==> src/rtl/adcets_pkg.sv <==
// constants and types of the external trigger conversion sequencer
// What this block does
// - rising, falling or both edges are valid
// - enabled converter waits, then starts on edge
// - result stored and interrupt raised together
// - after conversion always wait for next trigger
// - busy is 1 converting, 0 waiting
// - trigger during conversion restarts the sequence
// - config write during conversion aborts to wait
// - select modes offer 1-buffer and 4-buffer storage
// - 1-buffer: one conversion, own register, interrupt
// - 4-buffer: four conversions, registers 0-3, one interrupt
// - buffer-select bit 1 picks 4-buffer variant
// - scan converts channel 0 up to selected
// - scan interrupts once after the whole range
// - clearing enable stops conversion, result discarded
// - hardware never clears the enable bit
package adcets_pkg;
  // ************************************************
  // register map (byte addresses)
  // ************************************************
  localparam int unsigned ADDR_W            = 8;
  localparam logic [7:0]  OFF_MODE_A        = 8'h00;
  localparam logic [7:0]  OFF_MODE_C        = 8'h04;
  localparam logic [7:0]  OFF_CHANNEL_SEL   = 8'h08;
  localparam logic [7:0]  OFF_RESULT_BASE   = 8'h10;
  localparam logic [7:0]  OFF_RESULT_LAST   = 8'h1c;
  // ************************************************
  // field positions
  // ************************************************
  localparam int unsigned MA_ENABLE_BIT     = 0;
  localparam int unsigned MA_BUSY_BIT       = 1;
  localparam int unsigned MA_OP_MODE_LO     = 2;
  localparam int unsigned MA_EDGE_SEL_LO    = 4;
  localparam int unsigned MC_TRIG_SRC_LO    = 0;
  localparam int unsigned MC_BUF_SEL_BIT    = 2;
  // ************************************************
  // widths, encodings, reset values
  // ************************************************
  localparam int unsigned RESULT_W          = 10;
  localparam int unsigned NUM_RESULTS       = 4;
  localparam logic [1:0]  TRIG_SRC_EXT      = 2'h0;
  localparam logic [1:0]  EDGE_FALLING      = 2'h0;
  localparam logic [1:0]  EDGE_RISING       = 2'h1;
  localparam logic [1:0]  LAST_BUF_STEP     = 2'h3;
  localparam logic [1:0]  RST_OP_MODE       = 2'h0;
  localparam logic [1:0]  RST_EDGE_SEL      = 2'h0;
  localparam logic [1:0]  RST_TRIG_SRC      = 2'h0;
  localparam logic [1:0]  RST_CHANNEL       = 2'h0;
  localparam logic [1:0]  RESP_OKAY         = 2'h0;
  localparam logic [1:0]  RESP_SLVERR       = 2'h2;
  // ************************************************
  // sequencer states
  // ************************************************
  typedef enum logic [1:0] {
    ADCETS_WAIT = 2'h0,
    ADCETS_RUN  = 2'h1
  } adcets_state_e;
endpackage

==> src/rtl/adcets_sequencer.sv <==
// external trigger conversion sequencer with axi4-lite registers
`timescale 1ns/1ps
`default_nettype none
module adcets_sequencer (
  input  wire logic                              clock,
  input  wire logic                              reset,
  // axi4-lite slave
  input  wire logic [adcets_pkg::ADDR_W-1:0]     s_axi_awaddr,
  input  wire logic                              s_axi_awvalid,
  output var  logic                              s_axi_awready,
  input  wire logic [31:0]                       s_axi_wdata,
  input  wire logic [3:0]                        s_axi_wstrb,
  input  wire logic                              s_axi_wvalid,
  output var  logic                              s_axi_wready,
  output var  logic [1:0]                        s_axi_bresp,
  output var  logic                              s_axi_bvalid,
  input  wire logic                              s_axi_bready,
  input  wire logic [adcets_pkg::ADDR_W-1:0]     s_axi_araddr,
  input  wire logic                              s_axi_arvalid,
  output var  logic                              s_axi_arready,
  output var  logic [31:0]                       s_axi_rdata,
  output var  logic [1:0]                        s_axi_rresp,
  output var  logic                              s_axi_rvalid,
  input  wire logic                              s_axi_rready,
  // trigger pin and analog core
  input  wire logic                              ext_trigger_in,
  output var  logic                              conv_start,
  output var  logic                              conv_abort,
  output var  logic [1:0]                        conv_channel,
  input  wire logic                              conv_done,
  input  wire logic [adcets_pkg::RESULT_W-1:0]   conv_data,
  output var  logic                              conversion_end_irq,
  output var  logic                              conversion_busy_flag
);
  // ************************************************
  // state
  // ************************************************
  typedef logic [adcets_pkg::RESULT_W-1:0] adcets_result_t;

  typedef struct packed {
    // bus side
    logic [adcets_pkg::ADDR_W-1:0] awaddr;
    logic                          aw_full;
    logic                          awready;
    logic [31:0]                   wdata;
    logic [3:0]                    wstrb;
    logic                          w_full;
    logic                          wready;
    logic                          bvalid;
    logic [1:0]                    bresp;
    logic                          arready;
    logic                          rvalid;
    logic [31:0]                   rdata;
    logic [1:0]                    rresp;
    // configuration
    logic                          ce;
    logic [1:0]                    op_mode;
    logic [1:0]                    edge_sel;
    logic [1:0]                    trig_src;
    logic                          buf4;
    logic [1:0]                    chsel;
    adcets_result_t [adcets_pkg::NUM_RESULTS-1:0] result;
    // sequencer
    adcets_pkg::adcets_state_e     state;
    logic [1:0]                    step;
    logic                          start;
    logic                          abort;
    logic [1:0]                    channel;
    logic                          irq;
    logic                          busy;
  } adcets_seq_s;

  adcets_seq_s q;
  adcets_seq_s next_q;
  logic        trig;
  logic        trig_enable;
  logic        wr_fire;
  logic        wr_cfg;
  logic        wr_ok;
  logic        scan;
  logic [1:0]  store_idx;
  logic        last_step;
  logic [31:0] rd_value;
  logic        rd_ok;

  // ************************************************
  // trigger edge detection
  // ************************************************
  // edges are dropped unless enabled and in external trigger mode
  assign trig_enable = q.ce & (q.trig_src == adcets_pkg::TRIG_SRC_EXT);

  adcets_trig_edge u_edge (
    .clock          (clock),
    .reset          (reset),
    .ext_trigger_in (ext_trigger_in),
    .edge_sel       (q.edge_sel),
    .enable         (trig_enable),
    .trig_pulse     (trig)
  );

  // ************************************************
  // read decode
  // ************************************************
  always_comb begin
    rd_value = '0;
    rd_ok    = 1'b1;
    case (s_axi_araddr)
      adcets_pkg::OFF_MODE_A: begin
        rd_value[adcets_pkg::MA_ENABLE_BIT]                     = q.ce;
        rd_value[adcets_pkg::MA_BUSY_BIT]                       = q.busy;
        rd_value[adcets_pkg::MA_OP_MODE_LO +: 2]                = q.op_mode;
        rd_value[adcets_pkg::MA_EDGE_SEL_LO +: 2]               = q.edge_sel;
      end
      adcets_pkg::OFF_MODE_C: begin
        rd_value[adcets_pkg::MC_TRIG_SRC_LO +: 2]               = q.trig_src;
        rd_value[adcets_pkg::MC_BUF_SEL_BIT]                    = q.buf4;
      end
      adcets_pkg::OFF_CHANNEL_SEL: begin
        rd_value[1:0] = q.chsel;
      end
      default: begin
        if (s_axi_araddr >= adcets_pkg::OFF_RESULT_BASE &&
            s_axi_araddr <= adcets_pkg::OFF_RESULT_LAST &&
            s_axi_araddr[1:0] == 2'h0) begin
          rd_value[adcets_pkg::RESULT_W-1:0] = q.result[s_axi_araddr[3:2]];
        end else begin
          rd_ok = 1'b0;
        end
      end
    endcase
  end

  // ************************************************
  // sequence step decode
  // ************************************************
  always_comb begin
    scan = q.op_mode[0];
    if (scan) begin
      store_idx = q.step;
      last_step = (q.step == q.chsel);
    end else if (q.buf4) begin
      store_idx = q.step;
      last_step = (q.step == adcets_pkg::LAST_BUF_STEP);
    end else begin
      store_idx = q.chsel;
      last_step = 1'b1;
    end
  end

  // ************************************************
  // next state
  // ************************************************
  always_comb begin
    next_q       = q;
    next_q.start = 1'b0;
    next_q.abort = 1'b0;
    next_q.irq   = 1'b0;
    wr_fire      = 1'b0;
    wr_cfg       = 1'b0;
    wr_ok        = 1'b1;

    // write address and data are taken in either order
    if (s_axi_awvalid && q.awready) begin
      next_q.awaddr  = s_axi_awaddr;
      next_q.aw_full = 1'b1;
    end
    if (s_axi_wvalid && q.wready) begin
      next_q.wdata  = s_axi_wdata;
      next_q.wstrb  = s_axi_wstrb;
      next_q.w_full = 1'b1;
    end
    if (q.bvalid && s_axi_bready) begin
      next_q.bvalid = 1'b0;
    end
    if (q.aw_full && q.w_full && !q.bvalid) begin
      wr_fire        = 1'b1;
      next_q.aw_full = 1'b0;
      next_q.w_full  = 1'b0;
      next_q.bvalid  = 1'b1;
    end

    if (wr_fire) begin
      case (q.awaddr)
        adcets_pkg::OFF_MODE_A: begin
          wr_cfg = 1'b1;
          if (q.wstrb[0]) begin
            next_q.ce       = q.wdata[adcets_pkg::MA_ENABLE_BIT];
            next_q.op_mode  = q.wdata[adcets_pkg::MA_OP_MODE_LO +: 2];
            next_q.edge_sel = q.wdata[adcets_pkg::MA_EDGE_SEL_LO +: 2];
          end
        end
        adcets_pkg::OFF_MODE_C: begin
          wr_cfg = 1'b1;
          if (q.wstrb[0]) begin
            next_q.trig_src = q.wdata[adcets_pkg::MC_TRIG_SRC_LO +: 2];
            next_q.buf4     = q.wdata[adcets_pkg::MC_BUF_SEL_BIT];
          end
        end
        adcets_pkg::OFF_CHANNEL_SEL: begin
          wr_cfg = 1'b1;
          if (q.wstrb[0]) begin
            next_q.chsel = q.wdata[1:0];
          end
        end
        default: begin
          // results are read-only; writes to them are ignored
          wr_ok = (q.awaddr >= adcets_pkg::OFF_RESULT_BASE &&
                   q.awaddr <= adcets_pkg::OFF_RESULT_LAST &&
                   q.awaddr[1:0] == 2'h0);
        end
      endcase
      next_q.bresp = wr_ok ? adcets_pkg::RESP_OKAY : adcets_pkg::RESP_SLVERR;
    end
    next_q.awready = !next_q.aw_full;
    next_q.wready  = !next_q.w_full;

    // read channel
    if (q.rvalid && s_axi_rready) begin
      next_q.rvalid  = 1'b0;
      next_q.arready = 1'b1;
    end else if (s_axi_arvalid && q.arready) begin
      next_q.rvalid  = 1'b1;
      next_q.arready = 1'b0;
      next_q.rdata   = rd_value;
      next_q.rresp   = rd_ok ? adcets_pkg::RESP_OKAY : adcets_pkg::RESP_SLVERR;
    end

    // sequencer; the enable bit is only ever changed by software
    if (q.state == adcets_pkg::ADCETS_RUN && (!next_q.ce || wr_cfg)) begin
      // config write or disable: drop the running result
      next_q.state = adcets_pkg::ADCETS_WAIT;
      next_q.abort = 1'b1;
      next_q.step  = 2'h0;
    end else if (trig && trig_enable && !wr_cfg) begin
      // a new edge restarts from the first step, the old run is lost
      next_q.abort   = (q.state == adcets_pkg::ADCETS_RUN);
      next_q.state   = adcets_pkg::ADCETS_RUN;
      next_q.step    = 2'h0;
      next_q.start   = 1'b1;
      next_q.channel = scan ? 2'h0 : q.chsel;
    end else begin
      case (q.state)
        adcets_pkg::ADCETS_WAIT: begin
          next_q.step = 2'h0;
        end
        adcets_pkg::ADCETS_RUN: begin
          if (conv_done) begin
            next_q.result[store_idx] = conv_data;
            if (last_step) begin
              next_q.irq   = 1'b1;
              next_q.state = adcets_pkg::ADCETS_WAIT;
              next_q.step  = 2'h0;
            end else begin
              next_q.step    = q.step + 2'h1;
              next_q.start   = 1'b1;
              next_q.channel = scan ? (q.step + 2'h1) : q.chsel;
            end
          end
        end
        default: begin
          next_q.state = adcets_pkg::ADCETS_WAIT;
        end
      endcase
    end
    next_q.busy = (next_q.state == adcets_pkg::ADCETS_RUN);
  end

  // ************************************************
  // registers
  // ************************************************
  always_ff @(posedge clock or posedge reset) begin
    if (reset) begin
      q          <= '0;
      q.awready  <= 1'b1;
      q.wready   <= 1'b1;
      q.arready  <= 1'b1;
      q.op_mode  <= adcets_pkg::RST_OP_MODE;
      q.edge_sel <= adcets_pkg::RST_EDGE_SEL;
      q.trig_src <= adcets_pkg::RST_TRIG_SRC;
      q.chsel    <= adcets_pkg::RST_CHANNEL;
      q.state    <= adcets_pkg::ADCETS_WAIT;
    end else begin
      q <= next_q;
    end
  end

  // ************************************************
  // outputs
  // ************************************************
  assign s_axi_awready        = q.awready;
  assign s_axi_wready         = q.wready;
  assign s_axi_bresp          = q.bresp;
  assign s_axi_bvalid         = q.bvalid;
  assign s_axi_arready        = q.arready;
  assign s_axi_rdata          = q.rdata;
  assign s_axi_rresp          = q.rresp;
  assign s_axi_rvalid         = q.rvalid;
  assign conv_start           = q.start;
  assign conv_abort           = q.abort;
  assign conv_channel         = q.channel;
  assign conversion_end_irq   = q.irq;
  assign conversion_busy_flag = q.busy;
endmodule
`default_nettype wire

==> src/rtl/adcets_trig_edge.sv <==
// trigger pin synchroniser and valid edge detector
`timescale 1ns/1ps
`default_nettype none
module adcets_trig_edge (
  input  wire logic       clock,
  input  wire logic       reset,
  input  wire logic       ext_trigger_in,
  input  wire logic [1:0] edge_sel,
  input  wire logic       enable,
  output var  logic       trig_pulse
);
  // ************************************************
  // state
  // ************************************************
  typedef struct packed {
    logic sync1;
    logic sync2;
    logic prev;
    logic pulse;
  } adcets_edge_s;

  adcets_edge_s q;
  adcets_edge_s next_q;
  logic         rise;
  logic         fall;

  always_comb begin
    next_q       = q;
    // first stage feeds only the second stage
    next_q.sync1 = ext_trigger_in;
    next_q.sync2 = q.sync1;
    next_q.prev  = q.sync2;
    rise         = q.sync2 & ~q.prev;
    fall         = ~q.sync2 & q.prev;
    case (edge_sel)
      adcets_pkg::EDGE_FALLING: next_q.pulse = enable & fall;
      adcets_pkg::EDGE_RISING:  next_q.pulse = enable & rise;
      default:                  next_q.pulse = enable & (rise | fall);
    endcase
  end

  always_ff @(posedge clock or posedge reset) begin
    if (reset) begin
      q <= '0;
    end else begin
      q <= next_q;
    end
  end

  assign trig_pulse = q.pulse;
endmodule
`default_nettype wire
==> config.mk <==
export PLATFORM = sky130hd
export DESIGN_NAME = adcets_sequencer
export DESIGN_NICKNAME = d
export VERILOG_FILES = /design/src/rtl/adcets_pkg.sv /design/src/rtl/adcets_sequencer.sv /design/src/rtl/adcets_trig_edge.sv
export SDC_FILE = /design/constraint.sdc
export NUM_CORES = 1
export LEC_CHECK = 0
export BUFFER_PORTS_ARGS = -buffer_cell sky130_fd_sc_hd__buf_2
export CAP_MARGIN = 0
export CORE_AREA = 2 2 126 128
export CTS_CLUSTER_SIZE = 16
export DETAILED_ROUTE_END_ITERATION = 16
export DIE_AREA = 0 0 128 130
export PLACE_DENSITY = 0.5
export SETUP_SLACK_MARGIN = 0.02
export SYNTH_ARGS = -nofsm -noshare
export SYNTH_HDL_FRONTEND = slang
export SYNTH_SLANG_ARGS = --single-unit
==> constraint.sdc <==
create_clock -name clock -period 2.7 [get_ports clock]
set_input_delay 0.27 -clock clock [delete_from_list [all_inputs] [get_ports clock]]
set_output_delay 0.27 -clock clock [all_outputs]
set_load 0.005 [all_outputs]
==> flow_metrics.env, run 1 <==
export IMPL_status="finished clean"
export IMPL_ios=118
export IMPL_grt_pass1_vias=2946
export IMPL_grt_ovfl_total=0
export IMPL_num_vias=2857
export IMPL_clock_path_buffers=2
export IMPL_synth_area_per_cell_sq_um=12.9
export IMPL_irDropWorstVdd_mv=0.505
export IMPL_clkSinkCount=98
export IMPL_post_cts_buffers=0
export IMPL_htree_levels=3
export IMPL_drc=0
export IMPL_synth_top_cell_by_area="dfrtp_1"
export IMPL_multiInputGateArea_sq_mm=0.00190
export IMPL_finalCritPeriodShare_pct=81.7
export IMPL_n_antenna_cell=0
export IMPL_path_clk_slew_ns=0.07
export IMPL_drt_iter0_drc=118
export IMPL_syn_area_sq_mm=0.00465
export IMPL_worst_pin_slew_ns=0.820
export IMPL_worstPathArrival_ns=2.45
export IMPL_period_needed_ns=2.21
export IMPL_wl_met3_um=424
export IMPL_rsz0062_at_grt="no"
export IMPL_ys_types=53
export IMPL_clock_latency_ns=0.36
export IMPL_fin_setup_tns_ns=0
export IMPL_cts_tree="yes"
export IMPL_track_usage_pct=12.3
export IMPL_cts_resized=0
export IMPL_critPathRequiredTime_ns=2.94
export IMPL_postSynthCellCount=360
export IMPL_skew_ns=0.0132
export IMPL_grt_max_degree=43
export IMPL_end_kind="flop"
export IMPL_wl_met1_um=4370
export IMPL_synth_edf_count=0
export IMPL_fillers=1524
export IMPL_grt_pass1_wl_um=15500
export IMPL_leakage_nw=2.56
export IMPL_vias_per_cell=4.65
export IMPL_max_freq_mhz=453
export IMPL_synth_area_leaders="dfrtp_1 (51%), mux2_2 (16%), buf_4 (6.1%)"
export IMPL_hpwl_um=6660
export IMPL_ff_latch_area_sq_mm=0.00246
export IMPL_die_area_sq_mm=0.0166
export IMPL_post_drt_wl_per_cell_um=15.5
export IMPL_final_nets=492
export IMPL_cp_max_fo=10
export IMPL_die_w_um=128
export IMPL_gp_congestion=0.768
export IMPL_ys_seq_area_share_pct=52.8
export IMPL_routed_top_layer="met4"
export IMPL_port_buffers=64
export IMPL_start_util_pct=30.1
export IMPL_drtAntennaViolNets=0
export IMPL_relSlewSlack_pct=45.2
export IMPL_grt_antenna_before_repair=0
export IMPL_synth_seq_cells=98
export IMPL_utilization_pct=34.7
export IMPL_async_flop_share_pct=100
export IMPL_rows=46
export IMPL_drive_gt1_share_pct=41.8
export IMPL_die_y_um=130
export IMPL_wl_met2_um=4560
export IMPL_ctsHoldBuffers=0
export IMPL_critical_path_class="flop to flop"
export IMPL_dr_pass1_iters=4
export IMPL_root_buffer="clkbuf_16"
export IMPL_synth_warnings=0
export IMPL_maxCapViolCount=0
export IMPL_start_kind="flop"
export IMPL_hold_path_class="primary input to flop"
export IMPL_area_delta_synth_final_pct=15.1
export IMPL_final_hold_viol_count=0
export IMPL_wl_um=9520
export IMPL_finalSetupViolCount=0
export IMPL_power_density_mw_per_mm2=690
export IMPL_cts_buffers_inserted=9
export IMPL_synth_flop_cell="dfrtp_1"
export IMPL_slew_violations=0
export IMPL_coreArea_sq_mm=0.0154
export IMPL_yosys_area_top_type_share_pct=51.1
## layer usage
| layer | track usage (%) | up-vias |
|---|---|---|
| met5 | 0 | - |
| met4 | 4.72 | 0 |
| met3 | 3.69 | 14 |
| met2 | 20.4 | 76 |
| met1 | 15.2 | 1408 |
| li1 | - | 1359 |
## worst paths after layout
path                                   from                to  slack [ns]  cells after the start
setup / recovery                     q[145]             q[38]        0.49                      4
hold / removal               ext_trigger_in  u_edge.next_q[2]        0.02                      1
setup reg to reg                     q[145]             q[38]        0.49                      4
hold reg to reg            u_edge.next_q[2]  u_edge.next_q[1]        0.36                      0
max in group asynchronous             reset     s_axi_awready        1.83                      3
min in group asynchronous             reset             q[34]        0.06                      2
## cells in the mapped netlist, types with 2 or more instances
| cell | n |
|---|---|
| a21oi_1 | 8 |
| a2bb2oi_1 | 2 |
| a32oi_1 | 3 |
| and2_1 | 3 |
| buf_4 | 38 |
| clkbuf_1 | 8 |
| dfrtp_1 | 95 |
| dfstp_2 | 3 |
| ha_1 | 3 |
| inv_1 | 12 |
| mux2_1 | 2 |
| mux2_2 | 64 |
| mux2i_1 | 6 |
| mux4_2 | 10 |
| nand2_1 | 19 |
| nand2b_1 | 2 |
| nand3_1 | 6 |
| nand3b_1 | 4 |
| nand4_2 | 2 |
| nor2_1 | 4 |
| nor3_1 | 4 |
| nor4_1 | 3 |
| nor4_4 | 2 |
| o211ai_1 | 2 |
| o21ai_0 | 22 |
| o2bb2ai_1 | 4 |
| or4_1 | 2 |
| xor2_1 | 2 |
## state kept, by name (all words and copies together), names as in the netlist, 2 cells and up
| register | flops |
|---|---|
| s_axi_rdata | 10 |
| q | 71 |
| u_edge.next_q | 2 |
| conv_channel | 2 |
## power breakdown
part	internal, mW	switching [mW]	total (mW)
clock	0.735	0.601	1.34
sequential	1.67	0.162	1.84
combinational	0.256	0.264	0.520
total	2.66	1.03	3.69
## kinds of logic (layout without fill, tap and decap cells)
family                   count (synthesis)  after routing  share of synthesized area (%)
AO/OA/AOI/OAI                           48             48                           6.43
XOR/XNOR                                 2              2                          0.377
adder cells (fa/ha/maj)                  3              3                          0.808
buffers and inverters                   62            101                           8.29
flip-flops                              98             98                           52.8
multiplexers                            83             83                           22.4
other                                    1             25                         0.0807
AND/OR/NAND/NOR                         63             63                           8.75
## worst max-delay path, cell delays in order, from the launching register on
cell and delay, ns:
dfrtp_1 0.39, nor4_1 0.49, nand4_1 0.38, nand4_2 0.45
mux2_2 0.39
## per-stage QoR
step | instance area, sq um | hold WS (ns) | total power [mW] | worst slack (ns) | instances
after floorplan | 4740 | 0.301 | 2.23 | 0.752 | 384
after global placement | 5040 | 0.339 | 2.37 | 0.485 | 599
after detailed placement | 5040 | 0.348 | 2.39 | 0.469 | 599
after CTS | 5350 | 0.00614 | 3.76 | 0.458 | 615
after global routing | 5350 | 0.000527 | 3.90 | 0.378 | 615
final | 5350 | 0.0211 | 3.69 | 0.493 | 615
## layout by cell type (no fill, tap or decap), types with 3 or more instances in the layout
cell       Yosys  routed
and2_1         3       3
dfrtp_1       95      95
dfstp_2        3       3
buf_2          1      64
ha_1           3       3
o21ai_0       22      22
clkbuf_16      0       9
nand3b_1       4       4
a21oi_1        8       8
buf_4         38       8
conb_1         1      25
nor2_1         4       4
inv_1         12      11
o2bb2ai_1      4       4
nand2_1       19      19
mux4_2        10      10
mux2_2        64      64
nand3_1        6       6
nor3_1         4       4
nor4_1         3       3
mux2i_1        6       6
a32oi_1        3       3
## cell type report
class                      count  share of cell area (%)
clock buffer                   9                    4.21
clock inverter                 7                    1.57
inverter                      12                   0.912
multi-input combinational    224                    35.4
sequential                    98                    45.9
tap                          192                    4.49
timing repair buffer          73                    7.48
(Power assumes the default switching activity.)
==> inputs of run 2 (changes only) <==
- PLACE_DENSITY: 0.5 -> 0.48
- clock period: 2.7 -> 2.1 ns (I/O delays scaled with it)
==> run 2 against run 1 <==
Count of clock-buffer cells in the layout stayed put. Die area unchanged. Flip-flop and latch count unchanged. Register-to-register slack got worse by 0.33 ns. Cell count rose by 1.3%. Fmax is 14% higher. Total power increased by 26%. Clock power up 17%. Critical path type unchanged. Critical endpoint is now q[37].
==> flow_metrics.env, run 2 (synthesized netlist as in run 1, its figures left out) <==
export IMPL_post_place_cells=606
export IMPL_worstPathArrival_ns=2.16
export IMPL_finalCritPeriodShare_pct=92.0
export IMPL_wl_met1_um=4350
export IMPL_utilization_pct=35.1
export IMPL_drt_iter0_drc=110
export IMPL_final_common_cell="dfrtp_1"
export IMPL_port_buffers=64
export IMPL_final_nets=500
export IMPL_root_buffer="clkbuf_16"
export IMPL_r2r_slack_ns=0.17
export IMPL_finalSetupViolCount=0
export IMPL_grt_pass1_vias=2959
export IMPL_relSlewSlack_pct=60.4
export IMPL_grt_max_degree=99
export IMPL_place_worst_setup_slack_ns=0.135
export IMPL_rows=46
export IMPL_power_density_mw_per_mm2=856
export IMPL_start_kind="flop"
export IMPL_cpPeakStageDelay_ns=0.39
export IMPL_coreArea_sq_mm=0.0154
export IMPL_slowest_stage="dfrtp_1"
export IMPL_path_clk_slew_ns=0.07
export IMPL_clock_latency_ns=0.35
export IMPL_track_usage_pct=12.4
export IMPL_wl_met2_um=4610
export IMPL_crit_chain="nor4_1, buf_4, nand4_1, nand4_2, buf_4, mux2_2"
export IMPL_vias_per_cell=4.68
export IMPL_clock_path_buffers=2
export IMPL_drtAntennaViolNets=0
export IMPL_rsz0062_at_grt="no"
export IMPL_grt_antenna_before_repair=0
export IMPL_gp_congestion=0.790
export IMPL_drive_gt1_share_pct=42.9
export IMPL_drc=0
export IMPL_stdcell_area_sq_mm=0.00542
export IMPL_cp_common_cell="buf_4"
export IMPL_critPathTopFamily="simple AND/OR/NAND/NOR gates"
export IMPL_top_register="q"
export IMPL_period_needed_ns=1.93
export IMPL_n_antenna_cell=0
export IMPL_max_freq_mhz=517
export IMPL_clkSinkCount=98
export IMPL_grt_ovfl_total=0
export IMPL_routed_top_layer="met4"
export IMPL_area_delta_synth_final_pct=16.6
export IMPL_cp_max_fo=10
export IMPL_post_drt_wl_per_cell_um=15.4
export IMPL_wl_um=9590
export IMPL_whs_ns=0.0188
export IMPL_hpwl_um=6730
export IMPL_fin_setup_tns_ns=0
export IMPL_p_total_mw=4.64
export IMPL_maxCapViolCount=0
export IMPL_start_util_pct=30.1
export IMPL_skew_ns=0.00892
export IMPL_crit_buf_inv=2
export IMPL_slew_violations=0
export IMPL_placed_area_sq_mm=0.00512
export IMPL_leakage_nw=2.60
export IMPL_htree_levels=3
export IMPL_irDropWorstVdd_mv=0.770
export IMPL_dr_pass1_iters=4
export IMPL_critPathRequiredTime_ns=2.33
export IMPL_largest_reg_flops=71
export IMPL_ios=118
export IMPL_end_kind="flop"
export IMPL_wl_met3_um=470
export IMPL_worst_pin_slew_ns=0.588
export IMPL_die_w_um=128
export IMPL_r2r_end="q[37]"
export IMPL_critical_path_class="flop to flop"
export IMPL_hold_path_class="primary input to asynchronous set/reset pin"
export IMPL_regToRegStartpoint="q[145]"
export IMPL_cts_tree="yes"
export IMPL_r2r_cells=6
export IMPL_finalWorstSetupSlack_ns=0.167
export IMPL_stdcell_count=623
export IMPL_final_hold_viol_count=0
export IMPL_status="finished clean"
export IMPL_num_vias=2918
export IMPL_die_y_um=130
export IMPL_final_cell_mix="dfrtp_1 (95), mux2_2 (64), buf_2 (64)"
export IMPL_die_area_sq_mm=0.0166
export IMPL_grt_pass1_wl_um=15700
export IMPL_cts_buffers_inserted=9
export IMPL_post_cts_buffers=0
==> run 2: cell types whose count changed in the layout (fill, tap and decap cells not counted) <==
cell           previous run  this run
buf_4                     8        13
buf_12                    1         3
bufinv_16                 1         0
clkinv_2                  0         1
clkinv_4                  2         1
dlygate4sd3_1             0         1
inv_6                     2         3
nor3_1                    4         3
nor3_2                    0         1
==> run 2: routing by layer <==
layer	vias up	track usage (%)
met5	-	0
li1	1376	-
met1	1440	15.7
met2	89	20.5
met3	13	3.32
met4	0	4.40
==> run 2: area by class of cell <==
cell class                 count  area, sq um
inverter                      12         48.8
fill                        1548        10000
sequential                    98         2460
clock buffer                   9          225
clock inverter                 7         58.8
timing repair buffer          81          488
multi-input combinational    224         1900
tap                          192          240
==> run 2: worst register-to-register path, stage by stage (launching register included) <==
cell and delay, ns:
dfrtp_1 0.39, nor4_1 0.30, buf_4 0.17, nand4_1 0.21, nand4_2 0.16, buf_4 0.23
mux2_2 0.36
==> run 2: worst max path at each step <==
stage / start / end / slack, ns / cells past startpoint
after detailed placement: s_axi_bvalid / q[50] / 0.13 / 4
after global routing: q[145] / q[12] / 0.04 / 6
after CTS: s_axi_bvalid / q[50] / 0.11 / 4
after global placement: s_axi_bvalid / q[50] / 0.15 / 4
after floorplan: q[57] / q[20] / 0.15 / 4
final: q[145] / q[37] / 0.17 / 6
==> run 2: power by group <==
group / switching [mW] / internal (mW)
clock network: 0.747 / 0.824
logic: 0.358 / 0.357
registers: 0.198 / 2.15
==> run 2: timing repair <==
| action | 4_1_cts | 5_1_grt |
|---|---|---|
| setup endpoints to repair | 0 | 2 |
| endpoints found under the hold margin | 1 | 0 |
| resized for setup | 0 | 1 |
| hold buffers | 1 | 0 |
==> inputs of run 3 (changes only) <==
- CELL_PAD_IN_SITES_DETAIL_PLACEMENT: not set -> 0
- CELL_PAD_IN_SITES_GLOBAL_PLACEMENT: not set -> 1
- CTS_BUF_LIST: not set -> sky130_fd_sc_hd__clkbuf_8
- PLACE_DENSITY: 0.48 -> 0.58
==> run 3 against run 2 <==
Critical path depth unchanged. Final area decreased by 1.1%. Fmax decreased by 1.4%. Critical endpoint is now q[10].
==> flow_metrics.env, run 3 (synthesized netlist as in run 1, its figures left out) <==
export IMPL_top_register="q"
export IMPL_wl_um=9830
export IMPL_cp_common_cell="buf_4"
export IMPL_critPathTopFamily="simple AND/OR/NAND/NOR gates"
export IMPL_crit_chain="nor4_1, buf_4, nand4_1, nand4_2, buf_4, mux2_2"
export IMPL_crit_buf_inv=2
export IMPL_final_nets=502
export IMPL_critical_path_class="flop to flop"
export IMPL_grt_pass1_wl_um=15900
export IMPL_rows=46
export IMPL_period_needed_ns=1.96
export IMPL_grt_max_degree=99
export IMPL_post_drt_wl_per_cell_um=15.7
export IMPL_startpoint="q[145]"
export IMPL_start_kind="flop"
export IMPL_drive_gt1_share_pct=42.5
export IMPL_maxCapViolCount=0
export IMPL_ios=118
export IMPL_relSlewSlack_pct=59.4
export IMPL_cpPeakStageDelay_ns=0.41
export IMPL_final_cell_mix="dfrtp_1 (95), mux2_2 (64), buf_2 (64)"
export IMPL_clock_latency_ns=0.39
export IMPL_drc=0
export IMPL_placed_area_sq_mm=0.00512
export IMPL_critPathRequiredTime_ns=2.36
export IMPL_final_hold_viol_count=0
export IMPL_stdcell_area_sq_mm=0.00536
export IMPL_finalCritPeriodShare_pct=93.3
export IMPL_slowest_stage="dfrtp_1"
export IMPL_p_total_mw=4.36
export IMPL_clkSinkCount=98
export IMPL_max_freq_mhz=510
export IMPL_hpwl_um=6790
export IMPL_min_delay_start="s_axi_bready"
export IMPL_leakage_nw=2.57
export IMPL_num_vias=2891
export IMPL_n_antenna_cell=0
export IMPL_clock_path_buffers=2
export IMPL_regToRegStartpoint="q[145]"
export IMPL_finalSetupViolCount=0
export IMPL_cts_tree="yes"
export IMPL_hold_path_class="primary input to flop"
export IMPL_area_delta_synth_final_pct=15.3
export IMPL_worstPathArrival_ns=2.22
export IMPL_r2r_slack_ns=0.14
export IMPL_port_buffers=64
export IMPL_die_y_um=130
export IMPL_final_common_cell="dfrtp_1"
export IMPL_gp_congestion=0.699
export IMPL_drtAntennaViolNets=0
export IMPL_post_place_cells=606
export IMPL_r2r_cells=6
export IMPL_power_density_mw_per_mm2=813
export IMPL_slew_violations=0
export IMPL_dr_pass1_iters=4
export IMPL_start_util_pct=30.1
export IMPL_fin_setup_tns_ns=0
export IMPL_multiInputGateArea_sq_mm=0.00190
export IMPL_coreArea_sq_mm=0.0154
export IMPL_path_clk_slew_ns=0.09
export IMPL_rsz0062_at_grt="no"
export IMPL_root_buffer="clkbuf_8"
export IMPL_skew_ns=0.0210
export IMPL_r2r_end="q[10]"
export IMPL_grt_pass1_vias=2959
export IMPL_drt_iter0_drc=143
export IMPL_irDropWorstVdd_mv=0.489
export IMPL_end_kind="flop"
export IMPL_stdcell_count=625
export IMPL_htree_levels=3
export IMPL_die_area_sq_mm=0.0166
export IMPL_ff_latch_area_sq_mm=0.00246
export IMPL_post_cts_buffers=0
export IMPL_grt_antenna_before_repair=0
export IMPL_fillers=1538
export IMPL_min_to="s_axi_bvalid"
export IMPL_status="finished clean"
export IMPL_cts_buffers_inserted=9
export IMPL_die_w_um=128
export IMPL_worst_pin_slew_ns=0.602
export IMPL_track_usage_pct=12.6
export IMPL_vias_per_cell=4.63
export IMPL_grt_ovfl_total=0
export IMPL_hold_depth=2
export IMPL_largest_reg_flops=71
export IMPL_cp_max_fo=10
-- run 3: cell type report --
| type | count | share of cell area, % |
|---|---|---|
| flip-flops and latches | 98 | 45.8 |
| multi-input cells | 224 | 35.5 |
| repair buffers | 83 | 9.48 |
| well taps | 192 | 4.48 |
| clock buffers | 10 | 2.57 |
| clock inverters | 6 | 1.21 |
| inverters | 12 | 0.911 |
-- run 3: repair_timing --
action | in CTS | in global routing
setup endpoints to repair | 0 | 2
hold endpoints to repair | 45 | 0
gates resized for setup | 0 | 1
hold buffers | 3 | 0
-- run 3: how the worst max path moves through the flow --
stage / slack, ns / depth (start not counted) / endpoint
global route: 0.02 / 6 / q[10]
global placement: 0.13 / 4 / q[50]
floorplan: 0.15 / 4 / q[20]
finish: 0.14 / 6 / q[10]
detailed placement: 0.09 / 4 / q[50]
CTS: 0.07 / 4 / q[50]
-- run 3: where the power goes --
group | internal [mW] | switching, mW
combinational | 0.361 | 0.363
clock | 0.588 | 0.693
sequential | 2.15 | 0.200
total | 3.10 | 1.26
-- run 3: routing by layer --
| layer | part of all wire [%] | GRT usage, % |
|---|---|---|
| met2 | 46 | 19.8 |
| met1 | 48 | 16.7 |
| met5 | 0 | 0 |
| met3 | 4.6 | 3.40 |
| met4 | 1.6 | 4.72 |
-- run 3: through the flow --
stage	util, %	hold WS (ns)	setup slack [ns]
floorplan	-	0.241	0.152
global placement	33.2	0.321	0.128
detailed placement	33.2	0.320	0.0949
CTS	34.7	0.00789	0.0722
global route	34.7	0.00670	0.0226
finish	34.7	0.0241	0.141
